<file path="config.mk">
export PLATFORM = sky130hd
export DESIGN_NAME = pllq_top
export DESIGN_NICKNAME = d
export VERILOG_FILES = /design/src/inc/pllq_pkg.sv /design/src/rtl/pllq_top.sv /design/src/rtl/pllq_debounce.sv
export SDC_FILE = /design/constraint.sdc
export NUM_CORES = 1
export LEC_CHECK = 0
export ABC_AREA = 1
export BUFFER_PORTS_ARGS = -buffer_cell sky130_fd_sc_hd__buf_2
export CORE_MARGIN = 2
export CORE_UTILIZATION = 35
export DETAILED_ROUTE_END_ITERATION = 16
export PLACE_DENSITY = 0.66
export REMOVE_ABC_BUFFERS = 1
export SETUP_SLACK_MARGIN = 0.02
export SLEW_MARGIN = 20
export SYNTH_ARGS = -nofsm -noshare
export SYNTH_HDL_FRONTEND = slang
export SYNTH_SLANG_ARGS = --single-unit
</file>
<file path="constraint.sdc">
create_clock -name clk_sys -period 2.45 [get_ports clk_sys]
set_clock_uncertainty 0.1 [all_clocks]
set_input_delay 0.6125 -clock clk_sys [delete_from_list [all_inputs] [get_ports clk_sys]]
set_output_delay 0.6125 -clock clk_sys [all_outputs]
set_load 0.01 [all_outputs]
</file>
<file path="src/inc/pllq_pkg.sv">
// Constants for the PLL lock qualifier: register indices, field layout,
// reset values and debounce counts. Assumes a single 250 MHz system clock.
//
// How it works
// - Debounce lock over 0, 570, 5700 or 57000 cycles; timer resets to 2.
// - Real-time mode follows detector; one-time mode holds lock after first assertion.
// - One-time mode with lock seen keeps lock high despite later unlock.
// - Detection waits for calibration done unless calibration bypass is set.
// - Detector-disable bit forces lock high and stops detection.
// - Raw-lock select routes the raw selected lock to the status pin.
// - Precision-enable (reset 1) picks the precision detector as lock source.
// - High threshold held in bits 7:4, reset 8, driven to upper comparator.
// - Low threshold held in bits 3:0, reset 8, driven to lower comparator.
// - Lock filter resistor select in bits 2:0, reset 0, driven unchanged.
// - Third-pole resistor in bits 6:4, reset 3, driven to loop filter.
// - Third-pole capacitor in bits 2:0, reset 7, driven to loop filter.
// - Calibration-done is 0 while calibrating, 1 after; gates detection.
`default_nettype none
package pllq_pkg;
    // -------------------------------------------------------------------
    // Register indices
    // -------------------------------------------------------------------
    localparam int REG_IDX_W = 2;
    localparam logic [1:0] IDX_THIRD_POLE = 2'h0;
    localparam logic [1:0] IDX_LOCK_CFG = 2'h1;
    localparam logic [1:0] IDX_THRESH = 2'h2;
    localparam logic [1:0] IDX_STATUS = 2'h3;
    localparam int REG_DATA_W = 16;

    // -------------------------------------------------------------------
    // Field positions
    // -------------------------------------------------------------------
    localparam int TP_BYPASS_BIT = 7;
    localparam int TP_RES_LSB = 4;
    localparam int TP_CAP_LSB = 0;
    localparam int LK_RAW_SEL_BIT = 9;
    localparam int LK_PREC_EN_BIT = 8;
    localparam int LK_TIMER_LSB = 6;
    localparam int LK_ONESHOT_BIT = 5;
    localparam int LK_CALBYP_BIT = 4;
    localparam int LK_DISABLE_BIT = 3;
    localparam int LK_FILT_LSB = 0;
    localparam int TH_HIGH_LSB = 4;
    localparam int TH_LOW_LSB = 0;
    localparam int ST_LOCK_BIT = 0;
    localparam int ST_RAW_BIT = 1;
    localparam int ST_DET_EN_BIT = 2;
    localparam int ST_LATCH_BIT = 3;

    // -------------------------------------------------------------------
    // Reset values
    // -------------------------------------------------------------------
    localparam logic TP_BYPASS_RST = 1'h0;
    localparam logic [2:0] TP_RES_RST = 3'h3;
    localparam logic [2:0] TP_CAP_RST = 3'h7;
    localparam logic LK_RAW_SEL_RST = 1'h0;
    localparam logic LK_PREC_EN_RST = 1'h1;
    localparam logic [1:0] LK_TIMER_RST = 2'h2;
    localparam logic LK_ONESHOT_RST = 1'h0;
    localparam logic LK_CALBYP_RST = 1'h0;
    localparam logic LK_DISABLE_RST = 1'h0;
    localparam logic [2:0] LK_FILT_RST = 3'h0;
    localparam logic [3:0] TH_HIGH_RST = 4'h8;
    localparam logic [3:0] TH_LOW_RST = 4'h8;

    // -------------------------------------------------------------------
    // Debounce timer codes and counts (system clock cycles)
    // -------------------------------------------------------------------
    localparam logic [1:0] TMR_NONE = 2'h0;
    localparam logic [1:0] TMR_SHORT = 2'h1;
    localparam logic [1:0] TMR_MID = 2'h2;
    localparam logic [1:0] TMR_LONG = 2'h3;
    localparam int DEB_CNT_W = 16;
    localparam logic [15:0] DEB_CYC_SHORT = 16'h023A; // 570
    localparam logic [15:0] DEB_CYC_MID = 16'h1644; // 5700
    localparam logic [15:0] DEB_CYC_LONG = 16'hDEA8; // 57000
endpackage
`default_nettype wire

</file>
<file path="src/rtl/pllq_top.sv">
// PLL lock qualifier: configuration registers for the lock detector, the
// precision thresholds and the loop filter third pole, plus lock debounce,
// calibration gating, one-time latch and status pin select.
// Assumes lock inputs and calibration done are synchronous to clk_sys.
`timescale 1ns/100ps
`default_nettype none
module pllq_top
    import pllq_pkg::*;
#(
    parameter logic [15:0] CYC_SHORT = DEB_CYC_SHORT,
    parameter logic [15:0] CYC_MID = DEB_CYC_MID,
    parameter logic [15:0] CYC_LONG = DEB_CYC_LONG
) (
    // Clock and reset
    input wire logic clk_sys,
    input wire logic rstn,
    // Register access port
    input wire logic [REG_IDX_W-1:0] reg_sel,
    input wire logic reg_wr_en,
    input wire logic [REG_DATA_W-1:0] reg_wdata,
    input wire logic reg_rd_en,
    output logic [REG_DATA_W-1:0] reg_rdata,
    // Analog detector and calibration
    input wire logic lock_orig_in,
    input wire logic lock_precise_in,
    input wire logic vco_cal_done,
    // Lock results
    output logic pll_lock,
    output logic lock_status_pin,
    // Analog settings
    output logic precision_detector_en,
    output logic [3:0] precision_high_threshold,
    output logic [3:0] precision_low_threshold,
    output logic [2:0] lock_filter_res_sel,
    output logic third_pole_bypass,
    output logic [2:0] third_pole_resistor_sel,
    output logic [2:0] third_pole_capacitor_sel
);
    // -------------------------------------------------------------------
    // Helpers
    // -------------------------------------------------------------------
    // Interval for a timer code; decoding kept in one place
    function automatic logic [15:0] timer_limit(input logic [1:0] code);
        case (code)
            TMR_NONE: timer_limit = 16'h0000;
            TMR_SHORT: timer_limit = CYC_SHORT;
            TMR_MID: timer_limit = CYC_MID;
            default: timer_limit = CYC_LONG;
        endcase
    endfunction

    // -------------------------------------------------------------------
    // Configuration registers
    // -------------------------------------------------------------------
    logic tp_bypass_q, tp_bypass_d;
    logic [2:0] tp_res_q, tp_res_d, tp_cap_q, tp_cap_d;
    logic raw_sel_q, raw_sel_d, prec_en_q, prec_en_d;
    logic [1:0] timer_q, timer_d;
    logic oneshot_q, oneshot_d, calbyp_q, calbyp_d, disable_q, disable_d;
    logic [2:0] filt_q, filt_d;
    logic [3:0] th_high_q, th_high_d, th_low_q, th_low_d;

    // Writes land on defined fields only; bits outside them are dropped
    always_comb begin
        tp_bypass_d = tp_bypass_q;
        tp_res_d = tp_res_q;
        tp_cap_d = tp_cap_q;
        raw_sel_d = raw_sel_q;
        prec_en_d = prec_en_q;
        timer_d = timer_q;
        oneshot_d = oneshot_q;
        calbyp_d = calbyp_q;
        disable_d = disable_q;
        filt_d = filt_q;
        th_high_d = th_high_q;
        th_low_d = th_low_q;
        if (reg_wr_en) begin
            case (reg_sel)
                IDX_THIRD_POLE: begin
                    tp_bypass_d = reg_wdata[TP_BYPASS_BIT];
                    tp_res_d = reg_wdata[TP_RES_LSB +: 3];
                    tp_cap_d = reg_wdata[TP_CAP_LSB +: 3];
                end
                IDX_LOCK_CFG: begin
                    raw_sel_d = reg_wdata[LK_RAW_SEL_BIT];
                    prec_en_d = reg_wdata[LK_PREC_EN_BIT];
                    timer_d = reg_wdata[LK_TIMER_LSB +: 2];
                    oneshot_d = reg_wdata[LK_ONESHOT_BIT];
                    calbyp_d = reg_wdata[LK_CALBYP_BIT];
                    disable_d = reg_wdata[LK_DISABLE_BIT];
                    filt_d = reg_wdata[LK_FILT_LSB +: 3];
                end
                IDX_THRESH: begin
                    th_high_d = reg_wdata[TH_HIGH_LSB +: 4];
                    th_low_d = reg_wdata[TH_LOW_LSB +: 4];
                end
                default: begin
                    // Status index is read only
                end
            endcase
        end
    end

    always_ff @(posedge clk_sys or negedge rstn) begin
        if (!rstn) begin
            tp_bypass_q <= TP_BYPASS_RST;
            tp_res_q <= TP_RES_RST;
            tp_cap_q <= TP_CAP_RST;
            raw_sel_q <= LK_RAW_SEL_RST;
            prec_en_q <= LK_PREC_EN_RST;
            timer_q <= LK_TIMER_RST;
            oneshot_q <= LK_ONESHOT_RST;
            calbyp_q <= LK_CALBYP_RST;
            disable_q <= LK_DISABLE_RST;
            filt_q <= LK_FILT_RST;
            th_high_q <= TH_HIGH_RST;
            th_low_q <= TH_LOW_RST;
        end else begin
            tp_bypass_q <= tp_bypass_d;
            tp_res_q <= tp_res_d;
            tp_cap_q <= tp_cap_d;
            raw_sel_q <= raw_sel_d;
            prec_en_q <= prec_en_d;
            timer_q <= timer_d;
            oneshot_q <= oneshot_d;
            calbyp_q <= calbyp_d;
            disable_q <= disable_d;
            filt_q <= filt_d;
            th_high_q <= th_high_d;
            th_low_q <= th_low_d;
        end
    end

    // -------------------------------------------------------------------
    // Lock qualification
    // -------------------------------------------------------------------
    logic raw_lock, det_en, deb_stable;
    logic latch_q, latch_d, lock_q, lock_d, pin_q, pin_d;

    // Precision detector or original detector as raw source
    assign raw_lock = prec_en_q ? lock_precise_in : lock_orig_in;
    // Detection waits for calibration unless bypassed; disable stops it
    assign det_en = !disable_q && (calbyp_q || vco_cal_done);

    pllq_debounce #(
        .CNT_W(DEB_CNT_W)
    ) u_debounce (
        .clk_sys(clk_sys),
        .rstn(rstn),
        .lock_in(raw_lock && det_en),
        .limit(timer_limit(timer_q)),
        .stable(deb_stable)
    );

    // Latch, lock and pin next values; one flop each so outputs are clean
    always_comb begin
        latch_d = latch_q;
        if (!oneshot_q || disable_q) begin
            latch_d = 1'b0;
        end else if (deb_stable) begin
            latch_d = 1'b1;
        end
        if (disable_q) begin
            lock_d = 1'b1;
        end else if (oneshot_q) begin
            lock_d = latch_q || deb_stable;
        end else begin
            lock_d = deb_stable;
        end
        // Raw view is useful for bench tuning but skips the debounce
        pin_d = raw_sel_q ? raw_lock : lock_d;
    end

    always_ff @(posedge clk_sys or negedge rstn) begin
        if (!rstn) begin
            latch_q <= 1'b0;
            lock_q <= 1'b0;
            pin_q <= 1'b0;
        end else begin
            latch_q <= latch_d;
            lock_q <= lock_d;
            pin_q <= pin_d;
        end
    end

    // -------------------------------------------------------------------
    // Register read-back
    // -------------------------------------------------------------------
    logic [REG_DATA_W-1:0] rdata_q, rdata_d;

    // Registered read; reserved bits are zero
    always_comb begin
        rdata_d = rdata_q;
        if (reg_rd_en) begin
            rdata_d = '0;
            case (reg_sel)
                IDX_THIRD_POLE: begin
                    rdata_d[TP_BYPASS_BIT] = tp_bypass_q;
                    rdata_d[TP_RES_LSB +: 3] = tp_res_q;
                    rdata_d[TP_CAP_LSB +: 3] = tp_cap_q;
                end
                IDX_LOCK_CFG: begin
                    rdata_d[LK_RAW_SEL_BIT] = raw_sel_q;
                    rdata_d[LK_PREC_EN_BIT] = prec_en_q;
                    rdata_d[LK_TIMER_LSB +: 2] = timer_q;
                    rdata_d[LK_ONESHOT_BIT] = oneshot_q;
                    rdata_d[LK_CALBYP_BIT] = calbyp_q;
                    rdata_d[LK_DISABLE_BIT] = disable_q;
                    rdata_d[LK_FILT_LSB +: 3] = filt_q;
                end
                IDX_THRESH: begin
                    rdata_d[TH_HIGH_LSB +: 4] = th_high_q;
                    rdata_d[TH_LOW_LSB +: 4] = th_low_q;
                end
                default: begin
                    rdata_d[ST_LOCK_BIT] = lock_q;
                    rdata_d[ST_RAW_BIT] = raw_lock;
                    rdata_d[ST_DET_EN_BIT] = det_en;
                    rdata_d[ST_LATCH_BIT] = latch_q;
                end
            endcase
        end
    end

    always_ff @(posedge clk_sys or negedge rstn) begin
        if (!rstn) begin
            rdata_q <= '0;
        end else begin
            rdata_q <= rdata_d;
        end
    end

    // Outputs straight from flops
    assign reg_rdata = rdata_q;
    assign pll_lock = lock_q;
    assign lock_status_pin = pin_q;
    assign precision_detector_en = prec_en_q;
    assign precision_high_threshold = th_high_q;
    assign precision_low_threshold = th_low_q;
    assign lock_filter_res_sel = filt_q;
    assign third_pole_bypass = tp_bypass_q;
    assign third_pole_resistor_sel = tp_res_q;
    assign third_pole_capacitor_sel = tp_cap_q;
endmodule // pllq_top
`default_nettype wire

</file>
<file path="src/rtl/pllq_debounce.sv">
// Debounce counter for the raw lock indication.
// Assumes limit is held steady while counting; a change simply restarts nothing.
`timescale 1ns/100ps
`default_nettype none
module pllq_debounce #(
    parameter int CNT_W = 16
) (
    // Clock and reset
    input wire logic clk_sys,
    input wire logic rstn,
    // Qualify input and interval
    input wire logic lock_in,
    input wire logic [CNT_W-1:0] limit,
    // Stable result, combinational from the count
    output logic stable
);
    logic [CNT_W-1:0] cnt_q, cnt_d;

    // Count while input is high, saturate at limit, restart on any drop
    always_comb begin
        if (!lock_in) begin
            cnt_d = '0;
        end else if (cnt_q >= limit) begin
            cnt_d = cnt_q;
        end else begin
            cnt_d = cnt_q + {{(CNT_W-1){1'b0}}, 1'b1};
        end
    end

    always_ff @(posedge clk_sys or negedge rstn) begin
        if (!rstn) begin
            cnt_q <= '0;
        end else begin
            cnt_q <= cnt_d;
        end
    end

    // Limit zero passes the input straight through
    assign stable = lock_in && (cnt_q >= limit);
endmodule // pllq_debounce
`default_nettype wire

</file>
### Word-level counts from Yosys, hierarchy flattened

Cells that the tools add are included.

* eq/ne operators: 5
* reduce and logical (&&, ||, !) cells: 14
* add/subtract/negate cells: 1
* mux-type cells: 13
* order comparisons: 1

Operators by type and width (count)
* $pmux W16 S3: 1
* $mux W16: 2
* $add A16 B1 Y16 const B: 1
* $ge A16 B16 Y1: 1
* $pmux W4 S3: 1
* $pmux W3 S3: 1
* $mux W1: 6
* $reduce_and A2 Y1: 3
* $eq A2 B1 Y1 const B: 2
* $eq A2 B2 Y1 const B: 2
* $logic_not A2 Y1: 2
* $logic_and A1 B1 Y1: 3
* $logic_or A1 B1 Y1: 3
* $pmux W1 S3: 1
* $logic_not A1 Y1: 2
* $mux W2: 1
* $ne A2 B2 Y1 const B: 1
* $reduce_bool A2 Y1: 1

* bits of input ports: 25
* output and inout bits: 37
* register bits after elaboration: 54

### Logic depth before layout (Yosys ltp)

Gate-level depths: netlist (run 1).

* depth after elaboration: 8
* depth in mapped cells: 15
* depth with buffers taken out: 15

### Cells and area by module

From an unflattened synthesis (run 1), not the netlist that was laid out.

* cell total of the unflattened synthesis: 429
* area total of the unflattened synthesis: 3382.0 um2

By module, submodules not included
* pllq_top: sequential area each 962.2 um2, instances 1, cells each 210, area each 1804.2 um2
* pllq_debounce: sequential area each 400.4 um2, instances 1, cells each 219, area each 1577.8 um2

### Least setup slack after synthesis (run 1)

No wires, ideal clock.

* path kind: register to register
* start: register timer_q[1]
* end: register u_debounce.cnt_q[10]
* slack: 320 ps
* buffers on the path: 2
* data arrival time: 1912 ps
* setup time: 118 ps
* cell stages (with the launch flop): 16
* required time: 2232 ps
* cells stage by stage: dfstp_2 buf_4 nand2_1 ha_1 nand2_1 inv_1 nand2_1 nor2_2 nand2_1 nor2_1 nand2_1 nand2_4 inv_4 buf_6 nand3b_1 nand2_1

* longest elaborated chain between the ends: 4
* elaborated cells on any way between the ends: 6

RTL lines
* start, declared: line pllq_top.sv:58 `logic [1:0] timer_q, timer_d;`
* start signal, assigned: line pllq_top.sv:124 `timer_q <= timer_d;`
* $eq A2 B2 Y1, or another cell as far along: line pllq_top.sv:44 `case (code)`
* $pmux W16 S3 *: line pllq_top.sv:44
* $ge A16 B16 Y1 *: line pllq_debounce.sv:23 `end else if (cnt_q >= limit) begin`
* $ne A2 B2 Y1 (no line) *
* end signal, assigned: line pllq_debounce.sv:34 `cnt_q <= cnt_d;`
* end, declared: line pllq_debounce.sv:17 `logic [CNT_W-1:0] cnt_q, cnt_d;`

Mark *: on every way between the ends. The rest lies on a longest branch, timed or not.
A chain may end at the register's enable or synchronous reset.

### Final worst setup path (run 1)

* start: register timer_q[1]
* end: register u_debounce.cnt_q[0]

The elaborated chain is that of the path after synthesis.

==> run_summary.xml, run 1 <==
<?xml version="1.0" encoding="UTF-8"?>
<metrics>
  <group name="run_status">
    <metric name="run_status" unit="">finished clean</metric>
  </group>
  <group name="pwr">
    <metric name="pwr-share-comb" unit="%">21.2</metric>
    <metric name="power.internal" unit="uW">1490</metric>
    <metric name="irDropWorstVdd" unit="uV">307</metric>
    <metric name="clock_power_share" unit="%">28.1</metric>
    <metric name="p_per_area" unit="nW/um^2">624</metric>
    <metric name="share_seq_of_total_power" unit="%">50.8</metric>
    <metric name="power_switching_share" unit="%">30.5</metric>
    <metric name="p_leak" unit="uW">0.00173</metric>
    <metric name="power_switching" unit="uW">654</metric>
  </group>
  <group name="logic_synthesis">
    <metric name="synth_simple_gate_area_share" unit="%">27.3</metric>
    <metric name="post_synth_mux_area_share" unit="%">0.712</metric>
    <metric name="synthDistinctLibCells" unit="">37</metric>
    <metric name="postSynthRegisterBits" unit="">54</metric>
    <metric name="post-synth-top-area-cell" unit="">dfrtp_1</metric>
    <metric name="synth_top_family_by_area" unit="">simple AND/OR/NAND/NOR gates</metric>
    <metric name="netlist_area" unit="sq um">2990</metric>
    <metric name="synth_xor_area_share" unit="%">4.10</metric>
    <metric name="ys_seq_area_share" unit="%">45.6</metric>
    <metric name="synth_compound_gate_area_share" unit="%">9.17</metric>
    <metric name="post_synth_main_area_contributors" unit="">dfrtp_1, nand2_1, dfstp_2</metric>
    <metric name="yosysWarningCount" unit="">0</metric>
    <metric name="yosys.area_share.adder" unit="%">5.03</metric>
    <metric name="syn-mean-instance-area" unit="sq um">8.10</metric>
    <metric name="post-synth-top-area-fraction" unit="%">37.7</metric>
    <metric name="number_of_cells_produced_by_synthesis" unit="">369</metric>
  </group>
  <group name="worst_setup_path">
    <metric name="cpMaxStageDelayCell" unit="">dfstp_2</metric>
    <metric name="critical_path.top_delay_family" unit="">simple AND/OR/NAND/NOR gates</metric>
    <metric name="worstPathRequired" unit="ns">2.54</metric>
    <metric name="critical_path.reg2reg.startpoint" unit="">timer_q[1]</metric>
    <metric name="endpoint" unit="">u_debounce.cnt_q[0]</metric>
    <metric name="reg2regPathDepth" unit="">13</metric>
    <metric name="reg2reg_setup_slack" unit="ns">0.28</metric>
    <metric name="cp.arrival" unit="ns">2.26</metric>
    <metric name="worst_path_largest_cell_delay" unit="ns">0.54</metric>
    <metric name="regToRegEndpoint" unit="">u_debounce.cnt_q[0]</metric>
    <metric name="criticalPathCategory" unit="">flop to flop</metric>
    <metric name="timing.critical_path.from_type" unit="">flop</metric>
    <metric name="timing.critical_path.from" unit="">timer_q[1]</metric>
    <metric name="crit_cells" unit="">13</metric>
    <metric name="cp.buffers_inverters" unit="">2</metric>
    <metric name="worstPathCellList" unit="">nand2_1 -&gt; ha_1 -&gt; nand2_1 -&gt; inv_1 -&gt; nand2_1 -&gt; nor2_2 -&gt; nand2_1 -&gt; nor2_1 -&gt; nand2_1 -&gt; nand2_4 -&gt; inv_4 -&gt; nand3_1 -&gt; o21ai_0</metric>
    <metric name="crit_top_cell" unit="">nand2_1</metric>
    <metric name="cp-end-kind" unit="">flop</metric>
    <metric name="cp_max_fo" unit="">16</metric>
  </group>
  <group name="timing">
    <metric name="maxSlewViolCount" unit="">0</metric>
    <metric name="rsz0062_at_grt" unit="">false</metric>
    <metric name="post-route-period-util" unit="%">88.7</metric>
    <metric name="hold_viol" unit="">0</metric>
    <metric name="fmax" unit="MHz">460</metric>
    <metric name="total_negative_setup_slack" unit="ns">0</metric>
    <metric name="setup_viol" unit="">0</metric>
    <metric name="finalCriticalPeriod" unit="ns">2.17</metric>
  </group>
  <group name="run">
    <metric name="maxcap_violations" unit="">0</metric>
  </group>
  <group name="layout">
    <metric name="final_net_count" unit="">455</metric>
    <metric name="diodes" unit="">0</metric>
    <metric name="flow.area_growth_from_synthesis" unit="%">14.9</metric>
    <metric name="num-fill-cells" unit="">844</metric>
    <metric name="seqCellArea" unit="sq um">1360</metric>
    <metric name="layout-drive-gt1-share" unit="%">20.0</metric>
    <metric name="stdcell_area" unit="sq um">3430</metric>
    <metric name="multi_input_comb_area" unit="sq um">1410</metric>
  </group>
  <group name="floorplan">
    <metric name="die_area" unit="sq um">9290</metric>
    <metric name="start_util" unit="%">36.2</metric>
    <metric name="floorplan.die.height" unit="microns">96.4</metric>
    <metric name="io-pin-count" unit="">62</metric>
    <metric name="core" unit="sq um">8260</metric>
    <metric name="die_width" unit="microns">96.4</metric>
    <metric name="rows" unit="">33</metric>
  </group>
  <group name="clock_network">
    <metric name="clk_root_buffer_cell" unit="">clkbuf_8</metric>
    <metric name="holdBufCountCts" unit="">0</metric>
    <metric name="cts_setup_buffers" unit="">0</metric>
    <metric name="h-tree-depth" unit="">2</metric>
    <metric name="clock_path_buffers" unit="">2</metric>
    <metric name="tritoncts.num_buffers" unit="">5</metric>
    <metric name="clk_latency" unit="ns">0.31</metric>
    <metric name="tritoncts" unit="">done</metric>
    <metric name="ctsResizeCount" unit="">0</metric>
    <metric name="clk_pin_slew_worst_paths" unit="ns">0.10</metric>
    <metric name="tritoncts_num_sinks" unit="">54</metric>
  </group>
  <group name="placement">
    <metric name="place.port_buffers" unit="">49</metric>
    <metric name="detailedPlacementHpwl" unit="microns">5010</metric>
    <metric name="placement_cell_area" unit="sq um">3320</metric>
    <metric name="place.gp.congestion" unit="">0.881</metric>
  </group>
  <group name="global_routing">
    <metric name="grt_pass1_wl" unit="microns">11200</metric>
    <metric name="grt_use_total" unit="%">15.5</metric>
    <metric name="first_global_vias" unit="">2323</metric>
    <metric name="globalRoute.totalOverflow" unit="">0</metric>
    <metric name="grt_max_degree" unit="">45</metric>
    <metric name="antenna_found_initial" unit="">0</metric>
  </group>
  <group name="detailed_routing">
    <metric name="drt-initial-drc-count" unit="">85</metric>
    <metric name="ant_nets" unit="">0</metric>
    <metric name="num_vias" unit="">2533</metric>
    <metric name="routed_wirelength" unit="microns">6530</metric>
    <metric name="drtPass1Iterations" unit="">4</metric>
    <metric name="vias_per_cell" unit="">4.83</metric>
    <metric name="drcViolationCount" unit="">0</metric>
    <metric name="routed_wire_length_per_instance" unit="microns">12.5</metric>
  </group>
  <group name="hold_path">
    <metric name="hold_path.class" unit="">input pin to async pin</metric>
  </group>
</metrics>
## layout make-up
class                           instances  area share, %
Tap cell                              105           3.83
Multi-Input combinational cell        270           41.0
Timing Repair Buffer                   54           8.60
Clock inverter                          2           1.09
Clock buffer                            6           2.11
Inverter                               33           3.68
Sequential cell                        54           39.7
## state kept, by name, indices dropped and copies added (netlist names)
register                  flops
precision_high_threshold      4
oneshot_q                     1
latch_q                       1
third_pole_capacitor_sel      3
reg_rdata                    10
raw_sel_q                     1
timer_q                       2
u_debounce.cnt_q             16
calbyp_q                      1
precision_low_threshold       4
disable_q                     1
pll_lock                      1
lock_filter_res_sel           3
third_pole_bypass             1
lock_status_pin               1
precision_detector_en         1
third_pole_resistor_sel       3
## synth_stat cells
master / count
nor3b_1: 1
nor2_1: 20
o21ai_1: 1
or2_2: 2
nand2_1: 114
a221oi_1: 3
ha_1: 12
inv_4: 1
nor3_1: 2
nand2_2: 2
dfstp_2: 9
a21oi_2: 1
nand3_1: 30
dfrtp_1: 45
nor2_2: 2
nor3_2: 1
o31ai_1: 1
o2111ai_1: 2
buf_4: 7
buf_2: 5
clkinv_1: 1
a21oi_1: 7
xnor2_1: 2
nand4_1: 3
inv_1: 28
a31oi_1: 1
nand2_4: 1
nand3b_1: 9
buf_6: 2
o21ai_0: 32
clkbuf_1: 3
mux2i_1: 1
mux2_2: 1
inv_2: 3
conb_1: 1
xor2_1: 12
o21a_1: 1
## how the worst min path moves through the flow
stage	from	to	slack [ns]	cells after the start
after CTS	rstn	u_debounce.cnt_q[11]	0.05	1
after detailed placement	reg_rdata[5]	reg_rdata[5]	0.36	2
after global placement	reg_rdata[5]	reg_rdata[5]	0.36	2
after global routing	rstn	u_debounce.cnt_q[11]	0.06	1
after floorplan	rstn	calbyp_q	0.22	0
final	rstn	u_debounce.cnt_q[12]	0.06	1
## layout by cell type, fill, tap and decap left out, types with 2 or more instances in the layout
master	Yosys	layout
nand2_2	2	2
nand3_1	30	30
dfstp_2	9	9
xor2_1	12	12
nor2_1	20	20
nor3_1	2	2
conb_1	1	6
inv_2	3	3
ha_1	12	12
or2_2	2	2
a21oi_1	7	7
a221oi_1	3	3
nand4_1	3	3
nand3b_1	9	9
buf_4	7	4
dfrtp_1	45	45
nor2_2	2	2
nand2_1	114	114
buf_2	5	49
o2111ai_1	2	2
o21ai_0	32	32
inv_1	28	28
clkbuf_8	0	5
xnor2_1	2	2
## through the flow
step / power [uW] / hold WS [ns] / cells / worst slack, ns / util (%)
6_report: 2140 / 0.0567 / 524 / 0.276 / 41.6
5_1_grt: 2280 / 0.0631 / 524 / 0.0554 / 41.6
4_1_cts: 2170 / 0.0527 / 524 / 0.250 / 41.6
3_5_place_dp: 1570 / 0.364 / 516 / 0.278 / 40.2
3_3_place_gp: 1550 / 0.361 / 516 / 0.314 / 40.2
2_1_floorplan: 1360 / 0.217 / 357 / 0.259 / -
## per-layer routing
metal | share of wire, % | global-route usage, % | vias to the layer above
met5 | 0 | 0 | -
met4 | 0.93 | 3.99 | 0
met3 | 4.5 | 3.03 | 7
met2 | 48 | 25.9 | 56
met1 | 47 | 20.7 | 1185
li1 | - | - | 1285
## power by group through the flow
stage	Clock, uW	Combinational (uW)	Sequential (uW)
after floorplan	0	226	1130
after global placement	0	453	1100
after detailed placement	0	461	1100
after CTS	621	463	1090
after global routing	658	522	1100
final	601	454	1090
## cells by family (layout without fill, tap and decap cells)
kind of cell | Yosys count | after routing
adders and majority gates | 12 | 12
AOI/OAI and AO/OA | 49 | 49
and+or+nand+nor | 187 | 187
DFF | 54 | 54
buffers and inverters | 50 | 95
xor gates and xnor gates | 14 | 14
other | 1 | 6
muxes | 2 | 2
Note: power is estimated with default switching activity, not from simulation.
==> run 2, diff against run 1 <==
==> constraint.sdc (replaced) <==
create_clock -name clk_sys -period 2.4 [get_ports clk_sys]
set_clock_uncertainty 0.1 [all_clocks]
set_input_delay 0.6 -clock clk_sys [delete_from_list [all_inputs] [get_ports clk_sys]]
set_output_delay 0.6 -clock clk_sys [all_outputs]
set_load 0.01 [all_outputs]
==> run 2 against run 1 <==
  * Clock-buffer cell count did not move
  * Utilization rose by 0.26 points
  * Register-to-register slack got worse by 0.10 ns
  * Maximum frequency fell by 2.4%
  * Largest power group unchanged
==> run_summary.xml, run 2 (synthesis results as in run 1) <==
<?xml version="1.0" encoding="UTF-8"?>
<metrics>
  <group name="layout">
    <metric name="layout.cells.most_common" unit="">nand2_1</metric>
    <metric name="flip_flop_count_of_the_largest_register_all_copies_and_words_added" unit="">16</metric>
    <metric name="regMostFlops" unit="">u_debounce.cnt_q</metric>
    <metric name="layout-drive-gt1-share" unit="%">21.3</metric>
    <metric name="num-fill-cells" unit="">840</metric>
    <metric name="flow.area_growth_from_synthesis" unit="%">15.6</metric>
    <metric name="leading_cell_types_in_the_layout_fill_and_taps_excluded" unit="">nand2_1, buf_2, dfrtp_1</metric>
    <metric name="multi_input_comb_area" unit="sq um">1430</metric>
    <metric name="final_net_count" unit="">458</metric>
    <metric name="seqCellArea" unit="sq um">1360</metric>
  </group>
  <group name="floorplan">
    <metric name="start_util" unit="%">36.2</metric>
    <metric name="rows" unit="">33</metric>
    <metric name="die_width" unit="microns">96.4</metric>
    <metric name="io-pin-count" unit="">62</metric>
    <metric name="floorplan.die.height" unit="microns">96.4</metric>
    <metric name="die_area" unit="sq um">9290</metric>
    <metric name="core" unit="sq um">8260</metric>
  </group>
  <group name="clock_network">
    <metric name="tritoncts.num_buffers" unit="">5</metric>
    <metric name="tritoncts_num_sinks" unit="">54</metric>
    <metric name="h-tree-depth" unit="">2</metric>
    <metric name="clk_latency" unit="ns">0.31</metric>
    <metric name="tritoncts" unit="">done</metric>
    <metric name="clk_pin_slew_worst_paths" unit="ns">0.11</metric>
    <metric name="clk_root_buffer_cell" unit="">clkbuf_8</metric>
    <metric name="clock_path_buffers" unit="">2</metric>
  </group>
  <group name="detailed_routing">
    <metric name="drtPass1Iterations" unit="">4</metric>
    <metric name="drt-initial-drc-count" unit="">98</metric>
    <metric name="num_vias" unit="">2533</metric>
    <metric name="routed_wire_length_per_instance" unit="microns">12.7</metric>
    <metric name="drcViolationCount" unit="">0</metric>
    <metric name="vias_per_cell" unit="">4.80</metric>
    <metric name="ant_nets" unit="">0</metric>
    <metric name="routed_wirelength" unit="microns">6710</metric>
  </group>
  <group name="pwr">
    <metric name="p_per_area" unit="nW/um^2">616</metric>
    <metric name="irDropWorstVdd" unit="uV">343</metric>
    <metric name="p_leak" unit="uW">0.00175</metric>
    <metric name="design_power_total" unit="uW">2130</metric>
  </group>
  <group name="timing">
    <metric name="setup_viol" unit="">0</metric>
    <metric name="total_negative_setup_slack" unit="ns">0</metric>
    <metric name="finalCriticalPeriod" unit="ns">2.23</metric>
    <metric name="fmax" unit="MHz">449</metric>
    <metric name="hold_viol" unit="">0</metric>
    <metric name="rsz0062_at_grt" unit="">false</metric>
    <metric name="post-route-period-util" unit="%">92.8</metric>
    <metric name="maxSlewViolCount" unit="">0</metric>
  </group>
  <group name="global_routing">
    <metric name="grt_use_total" unit="%">15.4</metric>
    <metric name="first_global_vias" unit="">2387</metric>
    <metric name="antenna_found_initial" unit="">0</metric>
    <metric name="grt_pass1_wl" unit="microns">11300</metric>
    <metric name="grt_max_degree" unit="">35</metric>
    <metric name="globalRoute.totalOverflow" unit="">0</metric>
  </group>
  <group name="worst_setup_path">
    <metric name="cpMaxStageDelayCell" unit="">dfstp_2</metric>
    <metric name="reg2reg_setup_slack" unit="ns">0.17</metric>
    <metric name="crit_top_cell" unit="">nand2_1</metric>
    <metric name="critical_path.reg2reg.startpoint" unit="">timer_q[1]</metric>
    <metric name="cp-end-kind" unit="">flop</metric>
    <metric name="timing.critical_path.from_type" unit="">flop</metric>
    <metric name="worstPathCellList" unit="">buf_4 -&gt; nor2_1 -&gt; ha_1 -&gt; nand2_1 -&gt; nand2_1 -&gt; nand4_1 -&gt; nand2_1 -&gt; a21oi_2 -&gt; nand2_4 -&gt; nand2_2 -&gt; nand2_1 -&gt; nand2_1 -&gt; nand2_1</metric>
    <metric name="worstPathRequired" unit="ns">2.51</metric>
    <metric name="regToRegEndpoint" unit="">lock_status_pin</metric>
    <metric name="cp.buffers_inverters" unit="">1</metric>
    <metric name="cp_max_fo" unit="">6</metric>
    <metric name="worst_path_largest_cell_delay" unit="ns">0.59</metric>
    <metric name="reg2regPathDepth" unit="">13</metric>
    <metric name="critical_path.top_delay_family" unit="">simple AND/OR/NAND/NOR gates</metric>
    <metric name="cp.arrival" unit="ns">2.33</metric>
    <metric name="criticalPathCategory" unit="">flop to flop</metric>
  </group>
  <group name="placement">
    <metric name="place.gp.congestion" unit="">0.838</metric>
    <metric name="detailedPlacementHpwl" unit="microns">5030</metric>
    <metric name="place.port_buffers" unit="">49</metric>
  </group>
  <group name="run">
    <metric name="maxcap_violations" unit="">0</metric>
  </group>
  <group name="hold_path">
    <metric name="hold_path.class" unit="">input pin to async pin</metric>
  </group>
  <group name="run_status">
    <metric name="run_status" unit="">finished clean</metric>
  </group>
</metrics>
-- run 2: changes by cell type in the layout (fill, tap and decap cells not counted), sizes merged --
cell	change
buf	+2
bufinv	-1
clkinvlp	-1
diode	+1
inv	+2
nand2	+1
-- run 2: worst max-delay path by stage --
stage | startpoint | slack [ns] | to | depth (start not counted)
6_report | timer_q[1] | 0.17 | lock_status_pin | 13
5_1_grt | timer_q[1] | 0.04 | lock_status_pin | 14
2_1_floorplan | vco_cal_done | 0.22 | lock_status_pin | 6
3_3_place_gp | timer_q[1] | 0.20 | u_debounce.cnt_q[13] | 13
4_1_cts | timer_q[1] | 0.13 | u_debounce.cnt_q[0] | 13
3_5_place_dp | timer_q[1] | 0.17 | u_debounce.cnt_q[13] | 13
-- run 2: layout make-up --
cell class / count / share of cell area [%]
clock inverters: 2 / 0.507
clock buffers: 6 / 2.10
well taps: 105 / 3.80
flip-flops and latches: 54 / 39.5
inverters: 33 / 3.66
repair buffers: 56 / 8.99
diodes: 1 / 0.0725
multi-input cells: 271 / 41.4
-- run 2: power by group --
group          switching [uW]  internal, uW
Clock                     322           215
Sequential               83.9          1030
Combinational             294           181
-- run 2: metrics by stage --
step	cells	hold slack, ns	worst slack, ns	area, sq um	util [%]
6_report	528	0.130	0.172	3450	41.8
5_1_grt	527	0.151	0.0446	3450	41.8
4_1_cts	524	0.142	0.128	3410	41.3
3_5_place_dp	516	0.368	0.166	3320	40.2
3_3_place_gp	516	0.361	0.197	3320	40.2
2_1_floorplan	357	0.204	0.221	2900	-
-- run 2: what timing repair did --
| item | 4_1_cts | 5_1_grt |
|---|---|---|
| resized for setup | 0 | 3 |
| hold buffers | 0 | 0 |
| setup buffers | 0 | 2 |
| endpoints found under the hold margin | 0 | 0 |
| endpoints found under the setup margin | 0 | 19 |
-- run 2: worst reg2reg max path, cell delays in order, from the launching register on --
cell and delay (ns):
dfstp_2 0.59, buf_4 0.15, nor2_1 0.06, ha_1 0.29, nand2_1 0.07, nand2_1 0.05, nand4_1 0.07, nand2_1 0.07
a21oi_2 0.22, nand2_4 0.12, nand2_2 0.13, nand2_1 0.10, nand2_1 0.07, nand2_1 0.04
-- run 2: per-layer routing --
metal  up-vias  global-route usage (%)  wire length (microns)
li1       1294                       -                      -
met2        57                    25.1                   3210
met1      1176                    21.3                   3160
met3         6                    2.87                    284
met5         -                       0                      0
met4         0                    3.87                     50
